===== src/verilog/adcta_pkg.sv =====
// adcta_pkg: shared constants of the threshold alert logic
package adcta_pkg;
   // register pointer values
   localparam logic [1:0] PTR_RESULT = 2'h0;
   localparam logic [1:0] PTR_CONFIG = 2'h1;
   localparam logic [1:0] PTR_LOW_THR = 2'h2;
   localparam logic [1:0] PTR_HIGH_THR = 2'h3;

   // values after reset
   localparam logic [15:0] CONFIG_RESET = 16'h8583;
   localparam logic [15:0] LOW_THR_RESET = 16'h8000;
   localparam logic [15:0] HIGH_THR_RESET = 16'h7FFF;
   localparam logic [15:0] RESULT_RESET = 16'h0000;

   // configuration field positions
   localparam int CFG_STATUS = 15;
   localparam int CFG_MUX_LSB = 12;
   localparam int CFG_GAIN_LSB = 9;
   localparam int CFG_MODE = 8;
   localparam int CFG_RATE_LSB = 5;
   localparam int CFG_CMODE = 4;
   localparam int CFG_POL = 3;
   localparam int CFG_LATCH = 2;
   localparam int CFG_QUE_LSB = 0;

   // queue codes
   localparam logic [1:0] QUE_ONE = 2'h0;
   localparam logic [1:0] QUE_TWO = 2'h1;
   localparam logic [1:0] QUE_FOUR = 2'h2;
   localparam logic [1:0] QUE_OFF = 2'h3;

   // ready pulse timing in continuous mode
   localparam int CLK_PERIOD_NS = 50;
   localparam int RDY_PULSE_NS = 8000;
   localparam int RDY_PULSE_CYC =
      (RDY_PULSE_NS + CLK_PERIOD_NS - 1) / CLK_PERIOD_NS;

   // conversion sequencing states, gray along idle-single-continuous
   typedef enum logic [1:0] {
      ADCTA_IDLE = 2'b00,
      ADCTA_SINGLE = 2'b01,
      ADCTA_CONT = 2'b11
   } adcta_state_t;
endpackage : adcta_pkg


===== src/verilog/adcta_alert_core.sv =====
// adcta_alert_core: threshold compare, queue count and latch of the alert
module adcta_alert_core #(
   parameter int WIDTH = 16
) (
   input wire logic clk,
   input wire logic arst_n,
   input wire logic result_valid,
   input wire logic [WIDTH-1:0] result,
   input wire logic [WIDTH-1:0] low_threshold,
   input wire logic [WIDTH-1:0] high_threshold,
   input wire logic window_mode,
   input wire logic alert_latch_enable,
   input wire logic [1:0] alert_queue_count,
   input wire logic latch_clear,
   output logic alert_active
);
   logic [2:0] hits_q;
   logic [2:0] hits_d;
   logic active_q;
   logic active_d;
   logic [2:0] need;
   logic above;
   logic below;
   logic exceed;
   logic release_ok;
   logic enabled;

   // signed compares on raw codes
   assign above = $signed(result) > $signed(high_threshold); // RL9
   assign below = $signed(result) < $signed(low_threshold); // RL9
   assign enabled = alert_queue_count != adcta_pkg::QUE_OFF; // RL7
   // traditional counts only overshoots, window counts both sides
   assign exceed = window_mode ? (above | below) : above; // RL16
   // traditional releases under low, window once back inside
   assign release_ok = window_mode ? !(above | below) : below; // RL16 RL4
   assign need = (alert_queue_count == adcta_pkg::QUE_ONE) ? 3'h1 :
                 (alert_queue_count == adcta_pkg::QUE_TWO) ? 3'h2 :
                 3'h4; // RL8

   // successive conversion counter, saturates at the need
   always_comb begin
      hits_d = hits_q;
      if (!enabled) begin
         hits_d = 3'h0;
      end else if (result_valid) begin
         if (!exceed) begin
            hits_d = 3'h0; // RL8
         end else if (hits_q < need) begin
            hits_d = hits_q + 3'h1;
         end
      end
   end

   // assertion state; a new trip beats a clear in the same cycle
   always_comb begin
      active_d = active_q;
      if (!enabled) begin
         active_d = 1'b0;
      end else begin
         if (latch_clear) begin
            active_d = 1'b0; // RL5
         end
         if (result_valid) begin
            if (exceed && (hits_d >= need)) begin
               active_d = 1'b1; // RL8
            end else if (!alert_latch_enable && release_ok) begin
               active_d = 1'b0; // RL4
            end
         end
      end
   end

   always_ff @(posedge clk or negedge arst_n) begin
      if (!arst_n) begin
         hits_q <= 3'h0;
         active_q <= 1'b0;
      end else begin
         hits_q <= hits_d;
         active_q <= active_d;
      end
   end

   assign alert_active = active_q;
endmodule : adcta_alert_core


===== src/verilog/adcta_top.sv =====
// adcta_top: configuration, thresholds and alert/ready pin of the converter
// Behaviour
// [RL1] The three-bit rate field picks 8 to 860 samples/s, reset 100b.
// [RL2] Mode bit clear gives traditional comparison, set gives window.
// [RL3] Polarity bit clear makes the alert pin active low, set active high.
// [RL4] Without latching the alert releases once results come back inside.
// [RL5] With latching the alert holds until a result read or alert response.
// [RL6] An alert response is answered with the bus address, lowest wins.
// [RL7] Queue code 11b, the reset value, disables compare and floats the pin.
// [RL8] Alert asserts after 1, 2 or 4 successive out-of-bound conversions.
// [RL9] Two 16-bit two's-complement thresholds are compared digitally.
// [RL10] High MSB set with low MSB clear turns the pin into a ready signal.
// [RL11] Ready shows the status bit in single-shot, a pulse in continuous.
// [RL12] The host keeps the high threshold above the low threshold.
// [RL13] The host rewrites both thresholds whenever the gain changes.
// [RL14] Status bit reads 0 while converting and 1 when idle.
// [RL15] Operating mode bit clear is continuous, set is single-shot, reset 1.
// [RL16] Traditional trips above high and releases below low; window trips
// outside either bound.
module adcta_top #(
   parameter int WIDTH = 16,
   parameter int ADDR_W = 7
) (
   input wire logic clk,
   input wire logic arst_n,
   // register port from the serial engine, same clock
   input wire logic reg_wr_en,
   input wire logic reg_rd_en,
   input wire logic [1:0] reg_ptr,
   input wire logic [WIDTH-1:0] reg_wdata,
   output logic [WIDTH-1:0] reg_rdata,
   // alert response request from the serial engine
   input wire logic [ADDR_W-1:0] bus_address,
   input wire logic alert_resp_req,
   input wire logic alert_resp_won,
   output logic alert_resp_ack,
   output logic [ADDR_W-1:0] alert_resp_addr,
   // conversion datapath
   input wire logic conv_done,
   input wire logic [WIDTH-1:0] conv_result,
   output logic conv_start,
   output logic conv_continuous,
   output logic [2:0] sample_rate_select,
   output logic [9:0] sample_rate_sps,
   output logic [2:0] gain_setting,
   output logic [2:0] input_mux,
   // alert/ready pin
   output logic alert_out,
   output logic alert_oe
);
   logic [WIDTH-1:0] config_q;
   logic [WIDTH-1:0] config_d;
   logic [WIDTH-1:0] low_threshold_q;
   logic [WIDTH-1:0] high_threshold_q;
   logic [WIDTH-1:0] result_q;
   logic [WIDTH-1:0] rdata_q;
   logic [WIDTH-1:0] rdata_d;
   adcta_pkg::adcta_state_t state_q;
   adcta_pkg::adcta_state_t state_d;
   logic [7:0] rdy_cnt_q;
   logic [7:0] rdy_cnt_d;
   logic start_q;
   logic start_d;
   logic [ADDR_W-1:0] resp_addr_q;
   logic resp_ack_q;

   wire wr_config = reg_wr_en && (reg_ptr == adcta_pkg::PTR_CONFIG);
   wire wr_low = reg_wr_en && (reg_ptr == adcta_pkg::PTR_LOW_THR);
   wire wr_high = reg_wr_en && (reg_ptr == adcta_pkg::PTR_HIGH_THR);
   wire rd_result = reg_rd_en && (reg_ptr == adcta_pkg::PTR_RESULT);

   // configuration fields
   wire cont_mode = !config_q[adcta_pkg::CFG_MODE]; // RL15
   wire window_mode = config_q[adcta_pkg::CFG_CMODE]; // RL2
   wire alert_polarity = config_q[adcta_pkg::CFG_POL]; // RL3
   wire alert_latch_enable = config_q[adcta_pkg::CFG_LATCH];
   wire [1:0] alert_queue_count =
      config_q[adcta_pkg::CFG_QUE_LSB +: 2];
   wire [2:0] rate_field = config_q[adcta_pkg::CFG_RATE_LSB +: 3];

   // status bit: 0 while converting, 1 idle
   wire conversion_status_bit = (state_q == adcta_pkg::ADCTA_IDLE); // RL14

   // ready signalling chosen by the threshold sign bits
   wire ready_mode = high_threshold_q[WIDTH-1] &&
                     !low_threshold_q[WIDTH-1]; // RL10
   wire comp_enabled = alert_queue_count != adcta_pkg::QUE_OFF; // RL7

   // single-shot start only counts in power-down with the status bit set
   wire ss_request = wr_config && reg_wdata[adcta_pkg::CFG_STATUS] &&
                     reg_wdata[adcta_pkg::CFG_MODE];

   // config write; status bit is never stored, it reads the state
   always_comb begin
      config_d = config_q;
      if (wr_config) begin
         config_d = reg_wdata;
      end
      config_d[adcta_pkg::CFG_STATUS] = 1'b1;
   end

   always_ff @(posedge clk or negedge arst_n) begin
      if (!arst_n) begin
         config_q <= adcta_pkg::CONFIG_RESET;
      end else begin
         config_q <= config_d;
      end
   end

   // threshold registers
   always_ff @(posedge clk or negedge arst_n) begin
      if (!arst_n) begin
         low_threshold_q <= adcta_pkg::LOW_THR_RESET;
         high_threshold_q <= adcta_pkg::HIGH_THR_RESET;
      end else begin
         if (wr_low) begin
            low_threshold_q <= reg_wdata; // RL9
         end
         if (wr_high) begin
            high_threshold_q <= reg_wdata; // RL9
         end
      end
   end

   // conversion result capture
   always_ff @(posedge clk or negedge arst_n) begin
      if (!arst_n) begin
         result_q <= adcta_pkg::RESULT_RESET;
      end else if (conv_done) begin
         result_q <= conv_result;
      end
   end

   // conversion sequencing
   always_comb begin
      state_d = state_q;
      start_d = 1'b0;
      case (state_q)
         adcta_pkg::ADCTA_IDLE: begin
            if (cont_mode) begin
               state_d = adcta_pkg::ADCTA_CONT; // RL15
            end else if (ss_request) begin
               state_d = adcta_pkg::ADCTA_SINGLE;
               start_d = 1'b1;
            end
         end
         adcta_pkg::ADCTA_SINGLE: begin
            // writes while busy have no effect on the running conversion
            if (conv_done) begin
               state_d = cont_mode ? adcta_pkg::ADCTA_CONT
                                   : adcta_pkg::ADCTA_IDLE;
            end
         end
         adcta_pkg::ADCTA_CONT: begin
            if (!cont_mode) begin
               state_d = adcta_pkg::ADCTA_IDLE; // RL15
            end
         end
         default: begin
            state_d = adcta_pkg::ADCTA_IDLE;
         end
      endcase
   end

   always_ff @(posedge clk or negedge arst_n) begin
      if (!arst_n) begin
         state_q <= adcta_pkg::ADCTA_IDLE;
         start_q <= 1'b0;
      end else begin
         state_q <= state_d;
         start_q <= start_d;
      end
   end

   // ready pulse after each continuous conversion
   always_comb begin
      rdy_cnt_d = rdy_cnt_q;
      if (conv_done && (state_q == adcta_pkg::ADCTA_CONT)) begin
         rdy_cnt_d = 8'(adcta_pkg::RDY_PULSE_CYC); // RL11
      end else if (rdy_cnt_q != 8'h00) begin
         rdy_cnt_d = rdy_cnt_q - 8'h01;
      end
   end

   always_ff @(posedge clk or negedge arst_n) begin
      if (!arst_n) begin
         rdy_cnt_q <= 8'h00;
      end else begin
         rdy_cnt_q <= rdy_cnt_d;
      end
   end

   // alert response: answer with our address while we hold the alert outside ready mode
   logic alert_active;
   wire resp_answer = alert_resp_req && alert_active && !ready_mode;

   always_ff @(posedge clk or negedge arst_n) begin
      if (!arst_n) begin
         resp_ack_q <= 1'b0;
         resp_addr_q <= '0;
      end else begin
         resp_ack_q <= resp_answer; // RL6
         if (resp_answer) begin
            resp_addr_q <= bus_address; // RL6
         end
      end
   end

   // a lost arbitration leaves the latch set, lowest address clears first
   wire latch_clear = rd_result || alert_resp_won; // RL5 RL6

   adcta_alert_core #(
      .WIDTH(WIDTH)
   ) u_core (
      .clk(clk),
      .arst_n(arst_n),
      .result_valid(conv_done && !ready_mode),
      .result(conv_result),
      .low_threshold(low_threshold_q),
      .high_threshold(high_threshold_q),
      .window_mode(window_mode),
      .alert_latch_enable(alert_latch_enable),
      .alert_queue_count(alert_queue_count),
      .latch_clear(latch_clear),
      .alert_active(alert_active)
   );

   // pin level: ready mode shows status or pulse, else the comparator
   wire ready_level = cont_mode ? (rdy_cnt_q != 8'h00)
                                : conversion_status_bit; // RL11
   wire pin_asserted = ready_mode ? ready_level : alert_active;

   // register read data, captured at the read strobe
   assign rdata_d = (reg_ptr == adcta_pkg::PTR_RESULT) ? result_q :
                    (reg_ptr == adcta_pkg::PTR_CONFIG) ?
                    {conversion_status_bit, config_q[WIDTH-2:0]} :
                    (reg_ptr == adcta_pkg::PTR_LOW_THR) ? low_threshold_q :
                    high_threshold_q;

   always_ff @(posedge clk or negedge arst_n) begin
      if (!arst_n) begin
         rdata_q <= '0;
      end else if (reg_rd_en) begin
         rdata_q <= rdata_d; // RL14
      end
   end

   // rate lookup for the datapath
   always_comb begin
      case (rate_field)
         3'h0: sample_rate_sps = 10'h008; // RL1
         3'h1: sample_rate_sps = 10'h010;
         3'h2: sample_rate_sps = 10'h020;
         3'h3: sample_rate_sps = 10'h040;
         3'h4: sample_rate_sps = 10'h080;
         3'h5: sample_rate_sps = 10'h0FA;
         3'h6: sample_rate_sps = 10'h1DB;
         default: sample_rate_sps = 10'h35C; // RL1
      endcase
   end

   // outputs
   assign reg_rdata = rdata_q;
   assign conv_start = start_q;
   assign conv_continuous = cont_mode;
   assign sample_rate_select = rate_field; // RL1
   assign gain_setting = config_q[adcta_pkg::CFG_GAIN_LSB +: 3];
   assign input_mux = config_q[adcta_pkg::CFG_MUX_LSB +: 3];
   assign alert_resp_ack = resp_ack_q;
   assign alert_resp_addr = resp_addr_q;
   // polarity folds in here so ready and alert share it
   assign alert_out = alert_polarity ? pin_asserted : !pin_asserted; // RL3
   assign alert_oe = comp_enabled; // RL7
endmodule : adcta_top


===== config.mk =====
export PLATFORM = sky130hd
export DESIGN_NAME = adcta_top
export DESIGN_NICKNAME = d
export VERILOG_FILES = /design/src/verilog/adcta_pkg.sv /design/src/verilog/adcta_alert_core.sv /design/src/verilog/adcta_top.sv
export SDC_FILE = /design/constraint.sdc
export NUM_CORES = 1
export LEC_CHECK = 0
export ABC_CLOCK_PERIOD_IN_PS = 4500
export BUFFER_PORTS_ARGS = -buffer_cell sky130_fd_sc_hd__buf_4
export CAP_MARGIN = 5
export CORE_MARGIN = 10
export CORE_UTILIZATION = 35
export CTS_CLUSTER_DIAMETER = 30
export DETAILED_ROUTE_END_ITERATION = 12
export GPL_TIMING_DRIVEN = 1
export PLACE_DENSITY = 0.57
export SYNTH_ARGS = -nofsm -noshare
export SYNTH_HDL_FRONTEND = slang
export SYNTH_SLANG_ARGS = --single-unit

===== constraint.sdc =====
create_clock -name clk -period 4.5 [get_ports clk]
set_clock_uncertainty 0.05 [all_clocks]
set_input_delay 0.675 -clock clk [delete_from_list [all_inputs] [get_ports clk]]
set_output_delay 0.675 -clock clk [all_outputs]
set_load 0.02 [all_outputs]

==> reports/metrics.yaml, run 1 <==
worst_setup_path:
  crit_fanout: 5
  rr_startpoint: "low_threshold_q[15]"
  crit_path_max_incr_delay_ps: 540
  crit_start: "low_threshold_q[15]"
  reg2regPathDepth: 15
  cp_data_required_time_ps: 4710
  endpoint_kind: "register"
  cp_slowest_cell: "dfstp_2"
  crit_family: "compound AO/OA/AOI/OAI gates"
  path_class: "register to register"
  worstPathArrival_ps: 3710
  reg2reg_setup_slack_ps: 1010
  reg2reg_to: "u_core.alert_active"
  crit_buf_inv: 1
  crit_path_cell_trace: "inv_1 -> ha_1 -> nand4_1 -> nor2_1 -> a311o_1 -> nor3_1 -> mux2_4 -> o22a_1 -> ha_1 -> nand2b_1 -> nand3_1 -> a21o_1 -> nand2_1 -> nand3_1 -> o211ai_1"
  crit_end: "u_core.alert_active"
  startpoint_type: "register"
  path_depth: 15
pwr:
  peakVddDrop_uv: 197
  leakage_uw: 0.00313
  p_per_area_nw_per_um2: 468
clock_tree:
  clkLatencyLatePin_ps: 360
  cts_tree: "built"
  holdBufCountCts: 0
  cts.sinks: 102
  h-tree-depth: 3
  cts_buffer_depth: 2
  clk_pin_slew_ps: 70
  post-cts-setup-buffers: 0
  cts_buffers: 9
  cts_resized: 0
  root_buffer: "clkbuf_16"
logic_synthesis:
  synth_nets: 624
  ys_dominant_reg_cell: "dfrtp_1"
  syn_avg_cell_area_sq_um: 10.5
  synth_cell_type_count: 57
  yosys_warnings: 0
  synth_edf_count: 0
  syn-cell-area_sq_um: 5650
  async_reset_ff_frac: 1.00
  ys_ff_latch: 102
  netlist_instances: 537
  ys_seq_area_frac: 0.456
route:
  vias: 4261
  dr.pass1.iters: 5
  ant_nets: 0
  drtIter0Drc: 275
  drt-total-wl_mm: 15.1
  drc: 0
  routedWlPerCell_um: 18.1
  via_per_inst: 5.10
floorplanning:
  coreArea_sq_um: 15800
  die_x_um: 147
  fp-row-count: 46
  io-pin-count: 95
  die_h_um: 147
  die-area_sq_um: 21600
  start_util: 0.357
timing:
  setup_viol: 0
  worstMarginPinSlew_ps: 1060
  max_freq_mhz: 286
  relSlewSlack: 0.291
  post-route-period-util: 0.776
  post-route-min-period_ps: 3490
  rsz0062_at_grt: "no"
  hold_viol_final: 0
  setup_tns_ps: 0
  setup_ws_ps: 1010
  final_max_slew_viol_count: 0
layout:
  drive_above_1_share: 0.347
  area_growth_pct: 19.4
  layout_common_cells: "97 x buf_4, 81 x dfrtp_1, 76 x nand2_1"
  antenna_cells: 0
  fillers: 1523
  final_common_cell: "buf_4"
  finalNetCount: 701
  multi_input_area_sq_um: 2760
  regArea_sq_um: 2580
placement:
  portBuffers: 94
  dp_hpwl_mm: 11.0
  post-place-ws_ps: 720
  place_congestion: 0.789
grt:
  grt_pass1_wl_mm: 24.4
  grt_pass1_vias: 4479
  grtUsageTotal: 0.141
  grt_overflow: 0
  antenna_found_initial: 0
  grt_max_degree: 68
run_status:
  outcome: "completed"
run:
  maxCapViolCount: 0
min_path:
  hold_path_class: "primary input to asynchronous set/reset pin"
worst min path at each step:
stage	startpoint	endpoint	slack [ps]
after CTS	result_q[2]	reg_rdata[2]	420
after global placement	result_q[4]	reg_rdata[4]	390
after global routing	result_q[2]	reg_rdata[2]	430
after detailed placement	result_q[2]	reg_rdata[2]	400
after floorplan	arst_n	alert_resp_ack	330
final	arst_n	u_core.alert_active	400
worst register-to-register path, stage by stage (launching register included):
cell	delay, ps
dfstp_2	540
inv_1	70
ha_1	330
nand4_1	140
nor2_1	70
a311o_1	370
nor3_1	360
mux2_4	370
o22a_1	190
ha_1	260
nand2b_1	90
nand3_1	70
a21o_1	160
nand2_1	50
nand3_1	70
o211ai_1	210
stage by stage:
step,std cells,cell area [sq um],total power [uW],util,hold slack (ps)
global route,835,6750,3380,0.426,431
finish,835,6750,3160,0.426,399
floorplan,537,5650,2070,-,329
global placement,819,6490,2430,0.410,392
CTS,835,6750,3200,0.426,416
detailed placement,819,6490,2470,0.410,403
where the power goes:
group	switching [uW]	internal, uW	total, uW
clock network	341	372	713
registers	173	1150	1320
logic	587	536	1120
total	1100	2060	3160
area by class of cell:
type	count	area share
timing repair buffer	97	0.108
inverter	39	0.0217
clock inverter	5	0.00408
tap	216	0.0401
sequential	102	0.382
multi-input combinational	365	0.409
clock buffer	11	0.0345
cells in the mapped netlist (all sizes together) (2+ instances only):
cell     count  share of area
nor2b        3         0.0033
mux2i        2         0.0035
nor4         4         0.0055
a21boi       2         0.0027
nor3         2         0.0018
or3          2         0.0031
a31oi        2         0.0022
dfstp       21          0.098
o21ai       41          0.036
a21oi       13          0.012
nand2       76          0.050
nand2b       7         0.0077
a2111oi      3         0.0082
a211oi       2         0.0027
and3         6         0.0066
inv         38          0.025
o211ai       2         0.0027
nor4b        2         0.0031
xnor2        6          0.011
o22ai        4         0.0055
nand4        9          0.010
ha          39          0.086
a22oi       16          0.021
clkbuf      16          0.011
mux2        74           0.15
buf         15          0.017
nand3b       3         0.0040
nor2        13         0.0086
o31ai        2         0.0027
nand3       10         0.0089
dfrtp       81           0.36
a21o         4         0.0053
nor3b        4         0.0062
registers in the layout, indices dropped and copies added (netlist names):
register,cells
result_q,16
high_threshold_q,16
alert_resp_ack,1
state_q,2
rdy_cnt_q,8
alert_resp_addr,7
u_core.hits_q,3
low_threshold_q,16
config_q,15
u_core.alert_active,1
reg_rdata,16
conv_start,1
cell families (layout without fill, tap and decap cells):
family | count (synthesis) | count (layout) | synth area share
AO/OA/AOI/OAI | 98 | 98 | 0.112
XOR/XNOR | 7 | 7 | 0.0122
adder cells (fa/ha/maj) | 39 | 39 | 0.0864
buffers and inverters | 70 | 152 | 0.0547
flip-flops | 102 | 102 | 0.456
multiplexers | 76 | 76 | 0.152
AND/OR/NAND/NOR | 145 | 145 | 0.126
routing by layer:
metal / global-route usage / up-vias / part of all wire / wire length [um]
li1: - / 2041 / - / -
met1: 0.180 / 2114 / 0.46 / 7010
met2: 0.226 / 91 / 0.47 / 7150
met3: 0.0350 / 15 / 0.047 / 717
met4: 0.0510 / 0 / 0.015 / 234
met5: 0 / - / 0 / 0
(Power assumes the default switching activity.)
==> run 2: changes to the inputs <==
--- a/config.mk
+++ b/config.mk
@@ -5,7 +5,8 @@
 export SDC_FILE = /design/constraint.sdc
 export NUM_CORES = 1
 export LEC_CHECK = 0
-export ABC_CLOCK_PERIOD_IN_PS = 4500
+export ABC_AREA = 1
+export ABC_CLOCK_PERIOD_IN_PS = 2900
 export BUFFER_PORTS_ARGS = -buffer_cell sky130_fd_sc_hd__buf_4
 export CAP_MARGIN = 5
 export CORE_MARGIN = 10
@@ -13,7 +14,7 @@
 export CTS_CLUSTER_DIAMETER = 30
 export DETAILED_ROUTE_END_ITERATION = 12
 export GPL_TIMING_DRIVEN = 1
-export PLACE_DENSITY = 0.57
+export PLACE_DENSITY = 0.59
 export SYNTH_ARGS = -nofsm -noshare
 export SYNTH_HDL_FRONTEND = slang
 export SYNTH_SLANG_ARGS = --single-unit
==> constraint.sdc (replaced) <==
create_clock -name clk -period 2.9 [get_ports clk]
set_clock_uncertainty 0.05 [all_clocks]
set_input_delay 0.435 -clock clk [delete_from_list [all_inputs] [get_ports clk]]
set_output_delay 0.435 -clock clk [all_outputs]
set_load 0.02 [all_outputs]
==> run 2 against run 1 <==
  * Die area down 0.88%
  * Global-route usage down 0.10 points
  * Register-to-register slack worse by 860 ps
  * First-iteration DRC count up 31%
  * Flip-flop and latch count unchanged
  * Sequential share of layout area decreased by 0.70 points
  * Largest cell class is now registers
  * Largest power group unchanged
==> reports/metrics.yaml, run 2 <==
run_status:
  outcome: "completed"  # unchanged
layout:
  fin_util: 0.436  # was 0.426
  area_growth_pct: 22.9  # was 19.4%
  drive_above_1_share: 0.228  # was 0.347
  finalNetCount: 860  # was 701
  layout_common_cells: "160 x nand2_1, 105 x inv_1, 105 x buf_4"  # was 97 x buf_4, 81 x dfrtp_1, 76 x nand2_1
  fillers: 1610  # was 1523
  final_common_cell: "nand2_1"  # was buf_4
  finalNonFillerCells: 994  # was 835
  antenna_cells: 0  # unchanged
  design_area_sq_um: 6870  # was 6750 sq um
pwr:
  p_per_area_nw_per_um2: 706  # was 468 nW/um^2
  leakage_uw: 0.00349  # was 0.00313 uW
  peakVddDrop_uv: 321  # was 197 uV
logic_synthesis:
  yosys_warnings: 0  # unchanged
  synth_nets: 773  # was 624
  ys_ff_latch: 102  # unchanged
  ys_seq_area_frac: 0.461  # was 0.456
  netlist.area_leader.share: 0.362  # was 0.359
  synthMuxAreaShare: 0.00179  # was 0.152
  syn-cell-area_sq_um: 5590  # was 5650 sq um
  synth_xor_area_frac: 0.00626  # was 0.0122
  synth_cell_type_count: 39  # was 57
  synth.most_common_cell: "nand2_1"  # was dfrtp_1
  synth_edf_count: 0  # unchanged
  yosysTopAreaCell: "dfrtp_1"  # unchanged
  ys_dominant_reg_cell: "dfrtp_1"  # unchanged
  netlist_instances: 686  # was 537
  yosys-top-cells-area: "dfrtp_1 36%, nand2_1 11%, dfstp_2 9.9%, ha_1 8.7%, o21ai_0 7.8%"  # was dfrtp_1 36%, mux2_2 14%, dfstp_2 9.8%, ha_1 8.6%, nand2_1 5.0%
  synth_top_family_by_area: "simple AND/OR/NAND/NOR gates"  # was multiplexers
  synth_adder_area_share: 0.0872  # was 0.0864
  synthSimpleGateAreaFrac: 0.176  # was 0.126
  synth_compound_area_frac: 0.161  # was 0.112
  async_reset_ff_frac: 1.00  # unchanged
  syn_avg_cell_area_sq_um: 8.15  # was 10.5 sq um
  synth_common_cells: "165 x nand2_1, 111 x inv_1, 87 x o21ai_0, 81 x dfrtp_1, 45 x nor2_1"  # was 81 x dfrtp_1, 76 x nand2_1, 72 x mux2_2, 41 x o21ai_0, 39 x ha_1
worst_setup_path:
  crit_buf_inv: 3  # was 1
  crit_path_max_incr_delay_ps: 540  # about the same
  cp_slowest_cell: "dfstp_2"  # unchanged
  worstPathArrival_ps: 2990  # was 3710 ps
  endpoint_kind: "register"  # unchanged
  cp_data_required_time_ps: 3140  # was 4710 ps
  crit_path_cell_trace: "inv_1 -> ha_1 -> a21oi_1 -> o21ai_0 -> nor2_1 -> nand3_1 -> nand3_2 -> nand2_2 -> o21ai_2 -> inv_2 -> nand2_1 -> inv_2 -> ha_4 -> nand2_2 -> o211ai_1 -> nand3_1 -> a21oi_2"  # was inv_1 -> ha_1 -> nand4_1 -> nor2_1 -> a311o_1 -> nor3_1 -> mux2_4 -> o22a_1 -> ha_1 -> nand2b_1 -> nand3_1 -> a21o_1 -> nand2_1 -> nand3_1 -> o211ai_1
  crit_family: "simple AND/OR/NAND/NOR gates"  # was compound AO/OA/AOI/OAI gates
  path_class: "register to register"  # unchanged
  startpoint_type: "register"  # unchanged
  crit_fanout: 5  # unchanged
timing:
  holdWs_ps: 225  # was 399 ps
  rsz0062_at_grt: "yes"  # was no
  post-route-min-period_ps: 2750  # was 3490 ps
  setup_tns_ps: 0  # unchanged
  max_freq_mhz: 363  # was 286 MHz
  final_max_slew_viol_count: 0  # unchanged
  relSlewSlack: 0.405  # was 0.291
  setup_viol: 0  # unchanged
  hold_viol_final: 0  # unchanged
  worstMarginPinSlew_ps: 891  # was 1060 ps
  post-route-period-util: 0.950  # was 0.776
grt:
  grt_max_degree: 69  # was 68
  grt_pass1_wl_mm: 24.0  # was 24.4 mm
  grt_overflow: 0  # unchanged
  antenna_found_initial: 0  # unchanged
  grt_pass1_vias: 4471  # was 4479
  grtUsageTotal: 0.140  # was 0.141
route:
  route.met2.wl_mm: 6.79  # was 7.15 mm
  routedWlPerCell_um: 15.1  # was 18.1 um
  ant_nets: 0  # unchanged
  via_per_inst: 4.70  # was 5.10
  drt-total-wl_mm: 15.0  # was 15.1 mm
  wl_met1_mm: 7.17  # was 7.01 mm
  drc: 0  # unchanged
  topRoutingLayerUsed: "met4"  # unchanged
  met3_length_um: 781  # was 717 um
  vias: 4673  # was 4261
  drtIter0Drc: 359  # was 275
  dr.pass1.iters: 4  # was 5
placement:
  placed_cells: 975  # was 819
  placedInstanceArea_sq_um: 6490  # about the same
  dp_hpwl_mm: 11.3  # was 11.0 mm
  portBuffers: 94  # unchanged
  place_congestion: 0.856  # was 0.789
run:
  maxCapViolCount: 0  # unchanged
clock_tree:
  cts.sinks: 102  # unchanged
  root_buffer: "clkbuf_16"  # unchanged
  cts_buffers: 9  # unchanged
  h-tree-depth: 3  # unchanged
  cts_buffer_depth: 2  # unchanged
  clk_pin_slew_ps: 70  # about the same
  clkLatencyLatePin_ps: 350  # was 360 ps
  cts_tree: "built"  # unchanged
floorplanning:
  start_util: 0.355  # was 0.357
  die_x_um: 146  # was 147 um
  die-area_sq_um: 21400  # was 21600 sq um
  die_h_um: 146  # was 147 um
  coreArea_sq_um: 15800  # about the same
  fp-row-count: 46  # unchanged
  io-pin-count: 95  # unchanged
min_path:
  hold_path_class: "primary input to register"  # was primary input to asynchronous set/reset pin
## run 2: path summary, 6_finish.rpt
check | slack (ps) | depth (start not counted) | from | end
worst min-delay path | 220 | 3 | bus_address[4] | alert_resp_addr[4]
worst max register to register | 150 | 17 | low_threshold_q[15] | u_core.alert_active
worst min register to register | 430 | 2 | alert_resp_addr[5] | alert_resp_addr[5]
min in group asynchronous | 540 | 2 | arst_n | reg_rdata[9]
max in group asynchronous | 1510 | 3 | arst_n | high_threshold_q[0]
worst max-delay path | 150 | 17 | low_threshold_q[15] | u_core.alert_active
## run 2: layout make-up
class,instances,area [sq um],area share
well taps,216,270,0.0393
multi-input cells,437,2510,0.365
inverters,116,435,0.0634
repair buffers,107,818,0.119
clock buffers,13,240,0.0350
flip-flops and latches,102,2580,0.375
clock inverters,3,21.3,0.00310
## run 2: what timing repair did
item / 4_1_cts / 5_1_grt
resized for setup: 0 / 21
endpoints found under the setup margin: 0 / 1
hold endpoints to repair: 22 / 0
setup buffers: 0 / 2
hold buffers: 1 / 0
## run 2: cells by family (layout without fill, tap and decap cells)
family                     Yosys count  count (layout)
AOI/OAI and AO/OA                  155             155
xor gates and xnor gates             4               4
adders and majority gates           39              39
buffers and inverters              147             239
DFF                                102             102
muxes                                1               1
and+or+nand+nor                    238             238
## run 2: metal layers
| metal | up-vias | global-route usage |
|---|---|---|
| met3 | 15 | 0.0315 |
| met2 | 111 | 0.211 |
| met1 | 2163 | 0.188 |
| met4 | 0 | 0.0611 |
| met5 | - | 0 |
| li1 | 2384 | - |
## run 2: per-stage QoR
step / setup slack [ps] / power (uW)
global placement: 85.5 / 3690
floorplan: 314 / 3120
CTS: 79.2 / 4850
detailed placement: 29.6 / 3720
finish: 145 / 4850
global route: -35.2 / 5230
## run 2: tightest hold or removal path, stage by stage
cell     delay (ps)
buf_4            80
nand2_1          40
nand2_1          50
## run 2: power by group
group | total [uW] | internal [uW] | switching, uW
logic | 1760 | 727 | 1040
clock network | 1110 | 584 | 524
registers | 1980 | 1770 | 217
total | 4850 | 3080 | 1780
